### src/pcr_pkg.sv
package pcr_pkg;

  // Register port geometry
  localparam int ADDR_W = 8;
  localparam int DATA_W = 24;

  // Register indices, used directly as port addresses
  localparam logic [7:0] OFS_VCO_CAL = 8'h0a;
  localparam logic [7:0] OFS_PD = 8'h0b;
  localparam logic [7:0] OFS_EXACT = 8'h0c;

  // Reset values
  localparam logic [23:0] RST_VCO_CAL = 24'h002205;
  localparam logic [23:0] RST_PD = 24'h0f8061;
  localparam logic [23:0] RST_EXACT = 24'h000000;

  // Calibration register fields
  localparam int VC_RES_LSB = 0;
  localparam int VC_DIS_BIT = 11;
  localparam int VC_NOXFER_BIT = 12;
  localparam int VC_CLKSEL_LSB = 13;

  // Phase detector register fields
  localparam int PD_DEL_LSB = 0;
  localparam int PD_UP_BIT = 5;
  localparam int PD_DN_BIT = 6;
  localparam int PD_CSP_LSB = 7;
  localparam int PD_FUP_BIT = 9;
  localparam int PD_FDN_BIT = 10;
  localparam int PD_LVL_BIT = 22;

  // Exact frequency register fields
  localparam int EX_CNT_LSB = 0;
  localparam int EX_CNT_W = 14;
  localparam logic [13:0] EX_MIN_CNT = 14'h0002;

  // Calibration clock divide ratios per select code
  localparam int DIV_RATIO_1 = 4;
  localparam int DIV_RATIO_2 = 16;
  localparam int DIV_RATIO_3 = 32;
  localparam int DIV_CNT_W = 5;

  // Oscillator serial link word length
  localparam int LINK_BITS = 16;
  localparam int LINK_CNT_W = 5;

  // Window timer counter width, enough for 256 steps
  localparam int WIN_CNT_W = 9;

  // Timing: core clock period and slip thresholds, in ps
  localparam int CLK_PS = 10000;
  localparam int CSP1_PS = 5400;
  localparam int CSP2_PS = 14400;
  localparam int CSP3_PS = 24100;
  localparam int CSP1_CYC = (CSP1_PS + CLK_PS - 1) / CLK_PS;
  localparam int CSP2_CYC = (CSP2_PS + CLK_PS - 1) / CLK_PS;
  localparam int CSP3_CYC = (CSP3_PS + CLK_PS - 1) / CLK_PS;
  localparam int CSP_CNT_W = 5;
  localparam logic [4:0] CSP_SAT = 5'h1f;

  // Calibration state machine states
  typedef enum logic [3:0] {
    CAL_IDLE = 4'b0001,
    CAL_MEASURE = 4'b0010,
    CAL_XFER = 4'b0100,
    CAL_STOP = 4'b1000
  } pcr_cal_state_t;

  // Decoded phase detector controls
  typedef struct packed {
    logic [2:0] delay_sel;
    logic up_en;
    logic dn_en;
    logic [1:0] csp;
    logic force_up;
    logic force_dn;
    logic lvl_3v3;
  } pcr_pd_cfg_t;

  // Slip threshold in core cycles for a mode code
  function automatic logic [4:0] pcr_csp_limit(input logic [1:0] mode);
    logic [4:0] lim;
    lim = CSP_SAT;
    unique case (mode)
      2'h1: lim = 5'(CSP1_CYC);
      2'h2: lim = 5'(CSP2_CYC);
      2'h3: lim = 5'(CSP3_CYC);
      2'h0: lim = CSP_SAT;
    endcase
    return lim;
  endfunction

  // Last count of the calibration divider for a select code
  function automatic logic [4:0] pcr_div_last(input logic [1:0] sel);
    logic [4:0] last;
    last = 5'h00;
    unique case (sel)
      2'h0: last = 5'h00;
      2'h1: last = 5'(DIV_RATIO_1 - 1);
      2'h2: last = 5'(DIV_RATIO_2 - 1);
      2'h3: last = 5'(DIV_RATIO_3 - 1);
    endcase
    return last;
  endfunction

endpackage

### src/pcr_cal_divider.sv
module pcr_cal_divider
  import pcr_pkg::*;
(
  input wire logic clk,
  input wire logic rst_n,
  input wire logic [1:0] sel,
  output logic tick
);

  logic [DIV_CNT_W-1:0] cnt;
  logic [DIV_CNT_W-1:0] next_cnt;
  logic [DIV_CNT_W-1:0] last;

  // Wrap at the selected ratio; a shrinking ratio wraps at once
  always_comb begin
    last = pcr_div_last(sel);
    tick = (cnt >= last);
    next_cnt = tick ? 5'h00 : cnt + 5'h01;
  end

  always_ff @(posedge clk or negedge rst_n) begin
    if (!rst_n) begin
      cnt <= 5'h00;
    end else begin
      cnt <= next_cnt;
    end
  end

endmodule

### src/pcr_window_timer.sv
module pcr_window_timer
  import pcr_pkg::*;
(
  input wire logic clk,
  input wire logic rst_n,
  input wire logic start,
  input wire logic step,
  input wire logic [2:0] code,
  output logic busy,
  output logic done
);

  logic [WIN_CNT_W-1:0] cnt;
  logic [WIN_CNT_W-1:0] next_cnt;
  logic [WIN_CNT_W-1:0] target;
  logic [WIN_CNT_W-1:0] code_hold;
  logic [WIN_CNT_W-1:0] next_code_hold;
  logic next_busy;
  logic next_done;

  // Count 2**code divider steps, window length latched at start
  always_comb begin
    next_cnt = cnt;
    next_busy = busy;
    next_done = 1'b0;
    next_code_hold = code_hold;
    target = code_hold;
    if (start) begin
      next_cnt = 9'h000;
      next_busy = 1'b1;
      next_code_hold = 9'(9'h001 << code);
    end else if (busy && step) begin
      next_cnt = cnt + 9'h001;
      if (next_cnt == target) begin
        next_busy = 1'b0;
        next_done = 1'b1;
      end
    end
  end

  always_ff @(posedge clk or negedge rst_n) begin
    if (!rst_n) begin
      cnt <= 9'h000;
      busy <= 1'b0;
      done <= 1'b0;
      code_hold <= 9'h001;
    end else begin
      cnt <= next_cnt;
      busy <= next_busy;
      done <= next_done;
      code_hold <= next_code_hold;
    end
  end

endmodule

### src/pcr_top.sv
// Summary of operation
// - Autocalibration runs while disable bit is clear
// - Suppress bit blocks oscillator link transfers
// - Clock select divides calibration clock 1/4/16/32
// - Up output passes only when enabled
// - Down output passes only when enabled
// - Slip mode boosts current past error threshold
// - Force-up holds charge pump up on
// - Force-down holds charge pump down on
// - Level bit picks 1.8 or 3.3 V
// - Channel count two or more enables exact mode
//
// The strobed register port was left to the implementer.
module pcr_top
  import pcr_pkg::*;
(
  input wire logic CORE_CLK,
  input wire logic RST_N,
  input wire logic [7:0] REG_ADDR,
  input wire logic [23:0] REG_WDATA,
  input wire logic REG_WR,
  input wire logic REG_RD,
  output logic [23:0] REG_RDATA,
  input wire logic OSC_REG_WRITE,
  input wire logic [15:0] OSC_WORD,
  input wire logic RDIV_TICK,
  input wire logic DET_UP_RAW,
  input wire logic DET_DN_RAW,
  output logic CAL_ENABLED,
  output logic CAL_BUSY,
  output logic WINDOW_ACTIVE,
  output logic OSC_LINK_EN,
  output logic OSC_LINK_CLK,
  output logic OSC_LINK_DATA,
  output logic [2:0] DET_RESET_DELAY,
  output logic CP_UP,
  output logic CP_DN,
  output logic CSP_BOOST,
  output logic SDO_DRIVE_3V3,
  output logic EXACT_MODE_EN,
  output logic [13:0] EXACT_CHANNELS
);

  // Stored register words
  logic [23:0] vco_cal;
  logic [23:0] pd_word;
  logic [23:0] exact;
  logic [23:0] next_vco_cal;
  logic [23:0] next_pd_word;
  logic [23:0] next_exact;
  logic [23:0] next_rdata;

  // Decoded controls
  pcr_pd_cfg_t pd_cfg;
  logic autocal_off;
  logic xfer_block;
  logic [1:0] clk_sel;
  logic [2:0] win_code;
  logic [13:0] chan_cnt;

  // Calibration engine state
  pcr_cal_state_t state;
  pcr_cal_state_t next_state;
  logic pending;
  logic next_pending;
  logic [15:0] shift;
  logic [15:0] next_shift;
  logic [15:0] word_hold;
  logic [15:0] next_word_hold;
  logic [4:0] bit_cnt;
  logic [4:0] next_bit_cnt;
  logic phase;
  logic next_phase;
  logic next_link_en;
  logic next_link_clk;
  logic next_link_data;
  logic next_cal_busy;
  logic win_start;
  logic win_busy;
  logic win_done;
  logic cal_tick;
  logic trig_ok;
  logic go;

  // Phase detector path state
  logic [4:0] err_cnt;
  logic [4:0] next_err_cnt;
  logic err;
  logic next_cp_up;
  logic next_cp_dn;
  logic next_boost;

  // Field decode from the stored words
  always_comb begin
    pd_cfg.delay_sel = pd_word[PD_DEL_LSB +: 3];
    pd_cfg.up_en = pd_word[PD_UP_BIT];
    pd_cfg.dn_en = pd_word[PD_DN_BIT];
    pd_cfg.csp = pd_word[PD_CSP_LSB +: 2];
    pd_cfg.force_up = pd_word[PD_FUP_BIT];
    pd_cfg.force_dn = pd_word[PD_FDN_BIT];
    pd_cfg.lvl_3v3 = pd_word[PD_LVL_BIT];
    autocal_off = vco_cal[VC_DIS_BIT];
    xfer_block = vco_cal[VC_NOXFER_BIT];
    clk_sel = vco_cal[VC_CLKSEL_LSB +: 2];
    win_code = vco_cal[VC_RES_LSB +: 3];
    chan_cnt = exact[EX_CNT_LSB +: EX_CNT_W];
  end

  // Register writes, full 24-bit words
  always_comb begin
    next_vco_cal = vco_cal;
    next_pd_word = pd_word;
    next_exact = exact;
    if (REG_WR) begin
      unique case (REG_ADDR)
        OFS_VCO_CAL: next_vco_cal = REG_WDATA;
        OFS_PD: next_pd_word = REG_WDATA;
        OFS_EXACT: next_exact = REG_WDATA;
        default: next_exact = exact;
      endcase
    end
  end

  always_ff @(posedge CORE_CLK or negedge RST_N) begin
    if (!RST_N) begin
      vco_cal <= RST_VCO_CAL;
      pd_word <= RST_PD;
      exact <= RST_EXACT;
    end else begin
      vco_cal <= next_vco_cal;
      pd_word <= next_pd_word;
      exact <= next_exact;
    end
  end

  // Read data in the cycle after the strobe, zero otherwise
  always_comb begin
    next_rdata = 24'h000000;
    if (REG_RD) begin
      unique case (REG_ADDR)
        OFS_VCO_CAL: next_rdata = vco_cal;
        OFS_PD: next_rdata = pd_word;
        OFS_EXACT: next_rdata = exact;
        default: next_rdata = 24'h000000;
      endcase
    end
  end

  always_ff @(posedge CORE_CLK or negedge RST_N) begin
    if (!RST_N) begin
      REG_RDATA <= 24'h000000;
    end else begin
      REG_RDATA <= next_rdata;
    end
  end

  // Calibration and link clock enable from the reference
  pcr_cal_divider u_div (
    .clk(CORE_CLK),
    .rst_n(RST_N),
    .sel(clk_sel),
    .tick(cal_tick)
  );

  // Tuning voltage measurement window
  pcr_window_timer u_win (
    .clk(CORE_CLK),
    .rst_n(RST_N),
    .start(win_start),
    .step(RDIV_TICK),
    .code(win_code),
    .busy(win_busy),
    .done(win_done)
  );

  // Trigger qualification; an idle start clears pending, a trigger while busy sets it
  always_comb begin
    trig_ok = OSC_REG_WRITE && !xfer_block;
    go = (pending && !xfer_block) || trig_ok;
    next_pending = pending;
    next_word_hold = word_hold;
    if (trig_ok) begin
      next_word_hold = OSC_WORD;
    end
    if (state == CAL_IDLE && go) begin
      next_pending = 1'b0;
    end
    if (trig_ok && !(state == CAL_IDLE)) begin
      next_pending = 1'b1;
    end
  end

  // Calibration state machine and oscillator serial link
  always_comb begin
    next_state = state;
    next_shift = shift;
    next_bit_cnt = bit_cnt;
    next_phase = phase;
    next_link_en = OSC_LINK_EN;
    next_link_clk = OSC_LINK_CLK;
    next_link_data = OSC_LINK_DATA;
    win_start = 1'b0;
    unique case (state)
      CAL_IDLE: begin
        if (go) begin
          next_shift = trig_ok ? OSC_WORD : word_hold;
          next_bit_cnt = 5'h00;
          next_phase = 1'b0;
          if (!autocal_off) begin
            next_state = CAL_MEASURE;
            win_start = 1'b1;
          end else begin
            next_state = CAL_XFER;
          end
        end
      end
      CAL_MEASURE: begin
        if (win_done) begin
          next_state = CAL_XFER;
        end
      end
      CAL_XFER: begin
        if (cal_tick) begin
          next_link_en = 1'b1;
          if (!phase) begin
            next_link_clk = 1'b0;
            next_link_data = shift[LINK_BITS-1];
            next_phase = 1'b1;
          end else begin
            next_link_clk = 1'b1;
            next_shift = {shift[LINK_BITS-2:0], 1'b0};
            next_bit_cnt = bit_cnt + 5'h01;
            next_phase = 1'b0;
            if (bit_cnt == 5'(LINK_BITS - 1)) begin
              next_state = CAL_STOP;
            end
          end
        end
      end
      CAL_STOP: begin
        if (cal_tick) begin
          next_link_en = 1'b0;
          next_link_clk = 1'b0;
          next_link_data = 1'b0;
          next_state = CAL_IDLE;
        end
      end
    endcase
    next_cal_busy = (next_state != CAL_IDLE);
  end

  always_ff @(posedge CORE_CLK or negedge RST_N) begin
    if (!RST_N) begin
      state <= CAL_IDLE;
      pending <= 1'b0;
      word_hold <= 16'h0000;
      shift <= 16'h0000;
      bit_cnt <= 5'h00;
      phase <= 1'b0;
      OSC_LINK_EN <= 1'b0;
      OSC_LINK_CLK <= 1'b0;
      OSC_LINK_DATA <= 1'b0;
      CAL_BUSY <= 1'b0;
    end else begin
      state <= next_state;
      pending <= next_pending;
      word_hold <= next_word_hold;
      shift <= next_shift;
      bit_cnt <= next_bit_cnt;
      phase <= next_phase;
      OSC_LINK_EN <= next_link_en;
      OSC_LINK_CLK <= next_link_clk;
      OSC_LINK_DATA <= next_link_data;
      CAL_BUSY <= next_cal_busy;
    end
  end

  // Charge pump gating, forcing and slip boost
  always_comb begin
    err = DET_UP_RAW ^ DET_DN_RAW;
    next_err_cnt = 5'h00;
    if (err) begin
      next_err_cnt = (err_cnt == CSP_SAT) ? CSP_SAT : err_cnt + 5'h01;
    end
    next_cp_up = pd_cfg.force_up || (pd_cfg.up_en && DET_UP_RAW);
    next_cp_dn = pd_cfg.force_dn || (pd_cfg.dn_en && DET_DN_RAW);
    next_boost = (pd_cfg.csp != 2'h0) && err &&
      (next_err_cnt >= pcr_csp_limit(pd_cfg.csp));
  end

  always_ff @(posedge CORE_CLK or negedge RST_N) begin
    if (!RST_N) begin
      err_cnt <= 5'h00;
      CP_UP <= 1'b0;
      CP_DN <= 1'b0;
      CSP_BOOST <= 1'b0;
    end else begin
      err_cnt <= next_err_cnt;
      CP_UP <= next_cp_up;
      CP_DN <= next_cp_dn;
      CSP_BOOST <= next_boost;
    end
  end

  // Static configuration outputs and window status, registered
  always_ff @(posedge CORE_CLK or negedge RST_N) begin
    if (!RST_N) begin
      CAL_ENABLED <= 1'b0;
      WINDOW_ACTIVE <= 1'b0;
      DET_RESET_DELAY <= 3'h0;
      SDO_DRIVE_3V3 <= 1'b0;
      EXACT_MODE_EN <= 1'b0;
      EXACT_CHANNELS <= 14'h0000;
    end else begin
      CAL_ENABLED <= !autocal_off;
      WINDOW_ACTIVE <= win_busy;
      DET_RESET_DELAY <= pd_cfg.delay_sel;
      SDO_DRIVE_3V3 <= pd_cfg.lvl_3v3;
      EXACT_MODE_EN <= (chan_cnt >= EX_MIN_CNT);
      EXACT_CHANNELS <= chan_cnt;
    end
  end

endmodule

### config.mk
export PLATFORM = sky130hd
export DESIGN_NAME = pcr_top
export DESIGN_NICKNAME = d
export VERILOG_FILES = /design/src/pcr_pkg.sv /design/src/pcr_cal_divider.sv /design/src/pcr_window_timer.sv /design/src/pcr_top.sv
export SDC_FILE = /design/constraint.sdc
export NUM_CORES = 1
export LEC_CHECK = 0
export ABC_CLOCK_PERIOD_IN_PS = 3300
export BUFFER_PORTS_ARGS = -buffer_cell sky130_fd_sc_hd__clkbuf_2
export CAP_MARGIN = 30
export CORE_MARGIN = 5
export CORE_UTILIZATION = 51
export CTS_CLUSTER_SIZE = 30
export DETAILED_ROUTE_END_ITERATION = 12
export PLACE_DENSITY = 0.7
export SYNTH_ARGS = -nofsm -noshare
export SYNTH_HDL_FRONTEND = slang
export SYNTH_SLANG_ARGS = --single-unit
### constraint.sdc
create_clock -name CORE_CLK -period 3.3 [get_ports CORE_CLK]
set_input_delay 0.66 -clock CORE_CLK [delete_from_list [all_inputs] [get_ports CORE_CLK]]
set_output_delay 0.66 -clock CORE_CLK [all_outputs]
set_load 0.005 [all_outputs]
==> results.sh <==
export IMPL_worstSetupPathType="register to register"
export IMPL_cp_data_arrival_time_ns=2.80
export IMPL_seq_area_frac_synth_pct=59.10
export IMPL_setup_violations_final=0
export IMPL_max_fanout_on_critical_path=7
export IMPL_grt_antenna_before_repair=0
export IMPL_hold_violations=0
export IMPL_totalPowerFinal_w=0.005008
export IMPL_grt_pass1_vias=5861
export IMPL_slew_limit_headroom_pct=44.40
export IMPL_timing_final_ws_setup_ns=0.7846
export IMPL_power_per_cell_area_mw_per_mm2=513.7
export IMPL_worst_slew_pin_transition_ns=0.8224
export IMPL_overflow=0
export IMPL_initialDrtViolationCount=451
export IMPL_buffer_ports_inserted=107
export IMPL_count_of_flip_flops_with_a_built_in_enable_after_synthesis=0
export IMPL_detailedPlacementHpwl_mm=12.63
export IMPL_yosys_cell_types_count=53
export IMPL_timing_final_crit_period_ns=2.515
export IMPL_num_nets_final=850
export IMPL_critPathRequiredTime_ns=3.58
export IMPL_max_clock_freq_ghz=0.3976
export IMPL_holdWs_ns=0.2398
export IMPL_synth_avg_cell_area_um2=12.50
export IMPL_timing_critical_path_to_type="register"
export IMPL_outcome="complete, no violations"
export IMPL_drtAntennaViolNets=0
export IMPL_most_common_layout_cells="dfrtp_1, clkbuf_2, mux2_2"
export IMPL_fin_skew_ns=0.01124
export IMPL_antenna_cells_inserted=0
export IMPL_syn_instance_count=666
export IMPL_cts_buf_count=17
export IMPL_place_ws_ns=0.8146
export IMPL_synth_net_count=737
export IMPL_power_leakage_nw=4.839
export IMPL_max_clock_path_buffers=2
export IMPL_async_flop_share_pct=100.0
export IMPL_post_route_drc_count=0
export IMPL_layout_drive_gt1_share_pct=34.85
export IMPL_syn_cell_area_mm2=0.008328
export IMPL_core_area_mm2=0.01594
export IMPL_timing_critical_path_from_type="register"
export IMPL_clock_transition_at_path_regs_ns=0.07
export IMPL_timing_max_cap_violations=0
export IMPL_via_count=5575
export IMPL_wirelength_mm=17.95
export IMPL_postSynthRegisterBits=196
export IMPL_finalWeightedCongestion=0.7923
export IMPL_globalRouteTotalUtil_pct=19.80
export IMPL_vias_per_cell=5.531
export IMPL_drt_pre_antenna_iters=5
export IMPL_routedWlPerCell_um=17.81
export IMPL_pin_count_of_the_biggest_net_entering_global_routing=86
export IMPL_die_height_um=137.8
export IMPL_period_share_pct=76.22
export IMPL_ioPinCount=108
export IMPL_synth_warn=0
export IMPL_grt_pass1_wl_mm=29.26
export IMPL_cts_max_level=4
export IMPL_type_of_the_most_critical_hold_path="input port to asynchronous set/reset pin"
export IMPL_initial_utilization_pct=52.24
export IMPL_rsz_0062_raised_after_global_routing="false"
export IMPL_fp_row_count=46
export IMPL_tritoncts_num_sinks=196
export IMPL_cts_repair_resize_count=0
export IMPL_design_die_area_mm2=0.01898
export IMPL_vdd_drop_max_mv=0.3682
export IMPL_tritoncts="built"
export IMPL_cts_root_buffer="clkbuf_16"
export IMPL_most_common_cell_after_layout_fill_and_taps_aside="dfrtp_1"
export IMPL_syn_to_final_growth_pct=17.07
export IMPL_holdBufCountCts=0
export IMPL_synth_main_ff_cell="dfrtp_1"
export IMPL_timing_max_transition_violations_final=0
export IMPL_setup_tns_final_ns=0
export IMPL_postCtsSetupRepairBufs=0
export IMPL_die_width_um=137.8
export IMPL_clk_latency_ns=0.43
## cell usage after synthesis, types with 4 or more instances
master / instances / area share, %
dfrtp_1: 182 / 55
mux2_2: 88 / 12
nor2_1: 49 / 2.2
nand3_1: 33 / 2.0
a22o_1: 27 / 2.8
nand2_1: 27 / 1.2
clkbuf_1: 26 / 1.2
a22oi_1: 24 / 2.2
xnor2_1: 18 / 1.9
ha_1: 15 / 2.3
mux2i_1: 15 / 1.8
o21ai_1: 15 / 0.90
dfstp_2: 14 / 4.4
o21ai_0: 12 / 0.72
inv_1: 11 / 0.50
a21oi_1: 9 / 0.54
xor2_1: 9 / 0.95
nor2b_1: 8 / 0.60
nor3_1: 8 / 0.48
a21o_1: 6 / 0.54
and3_1: 5 / 0.38
buf_2: 5 / 0.30
nand4_1: 5 / 0.38
a31oi_1: 4 / 0.30
o41ai_1: 4 / 0.42
## registers in the layout, summed over array words and instances, names as in the netlist, 3 cells and up
signal,count
exact,24
EXACT_CHANNELS,14
REG_RDATA,24
word_hold,16
u_win.code_hold,8
shift,16
vco_cal,24
pd_word,24
bit_cnt,5
state,4
DET_RESET_DELAY,3
u_div.cnt,5
u_win.cnt,9
err_cnt,5
## report_power, final
| part | internal, W | switching [W] |
|---|---|---|
| clock network | 0.00115 | 0.000904 |
| registers | 0.00251 | 0.0000688 |
| logic | 0.000170 | 0.000213 |
| total | 0.00382 | 0.00119 |
## logic make-up after synthesis
group	synth area share [%]
flops	59.10
simple gates	9.135
compound gates	10.46
mux	13.70
buf+inv	2.509
xor+xnor	2.840
fa+ha+maj	2.254
## critical path: stages (launching register included)
cell and delay (ns):
dfrtp_1 0.41, or2_2 0.30, ha_1 0.28, nor2b_1 0.04, o21ai_0 0.38, a31oi_1 0.29
a2111oi_0 0.52, nand3_1 0.16
## area by class of cell
cell class,instances,area (um^2)
clock buffers,18,439.2
flip-flops and latches,196,4922
clock inverters,14,147.6
inverters,11,41.29
repair buffers,131,724.4
well taps,216,270.3
multi-input cells,422,3204
fillers,1244,6193
## path summary, 6_finish.rpt
kind,start,end,slack (ns),cells past startpoint
setup / recovery,vco_cal[14],CAL_BUSY,0.78,7
hold / removal,RST_N,word_hold[10],0.24,1
setup reg to reg,vco_cal[14],CAL_BUSY,0.78,7
hold reg to reg,exact[0],EXACT_CHANNELS[0],0.41,0
max in group asynchronous,RST_N,u_win.code_hold[0],2.17,2
min in group CORE_CLK,exact[0],EXACT_CHANNELS[0],0.41,0
## metal layers
| metal | vias to the layer above | global-route usage [%] | wire length [um] |
|---|---|---|---|
| met2 | 123 | 32.78 | 8971 |
| met1 | 2816 | 26.22 | 7825 |
| met5 | - | 0 | 0 |
| li1 | 2618 | - | - |
| met4 | 0 | 5.818 | 215 |
| met3 | 18 | 4.529 | 936 |
## stage by stage
stage / instance area [um^2] / instances / util [%]
4_1_cts: 9749 / 1008 / 61.15
5_1_grt: 9749 / 1008 / 61.15
3_5_place_dp: 9163 / 976 / 57.47
3_3_place_gp: 9163 / 976 / 57.47
6_report: 9749 / 1008 / 61.15
2_1_floorplan: 8328 / 666 / -
Note: power is estimated with default switching activity, not from simulation.
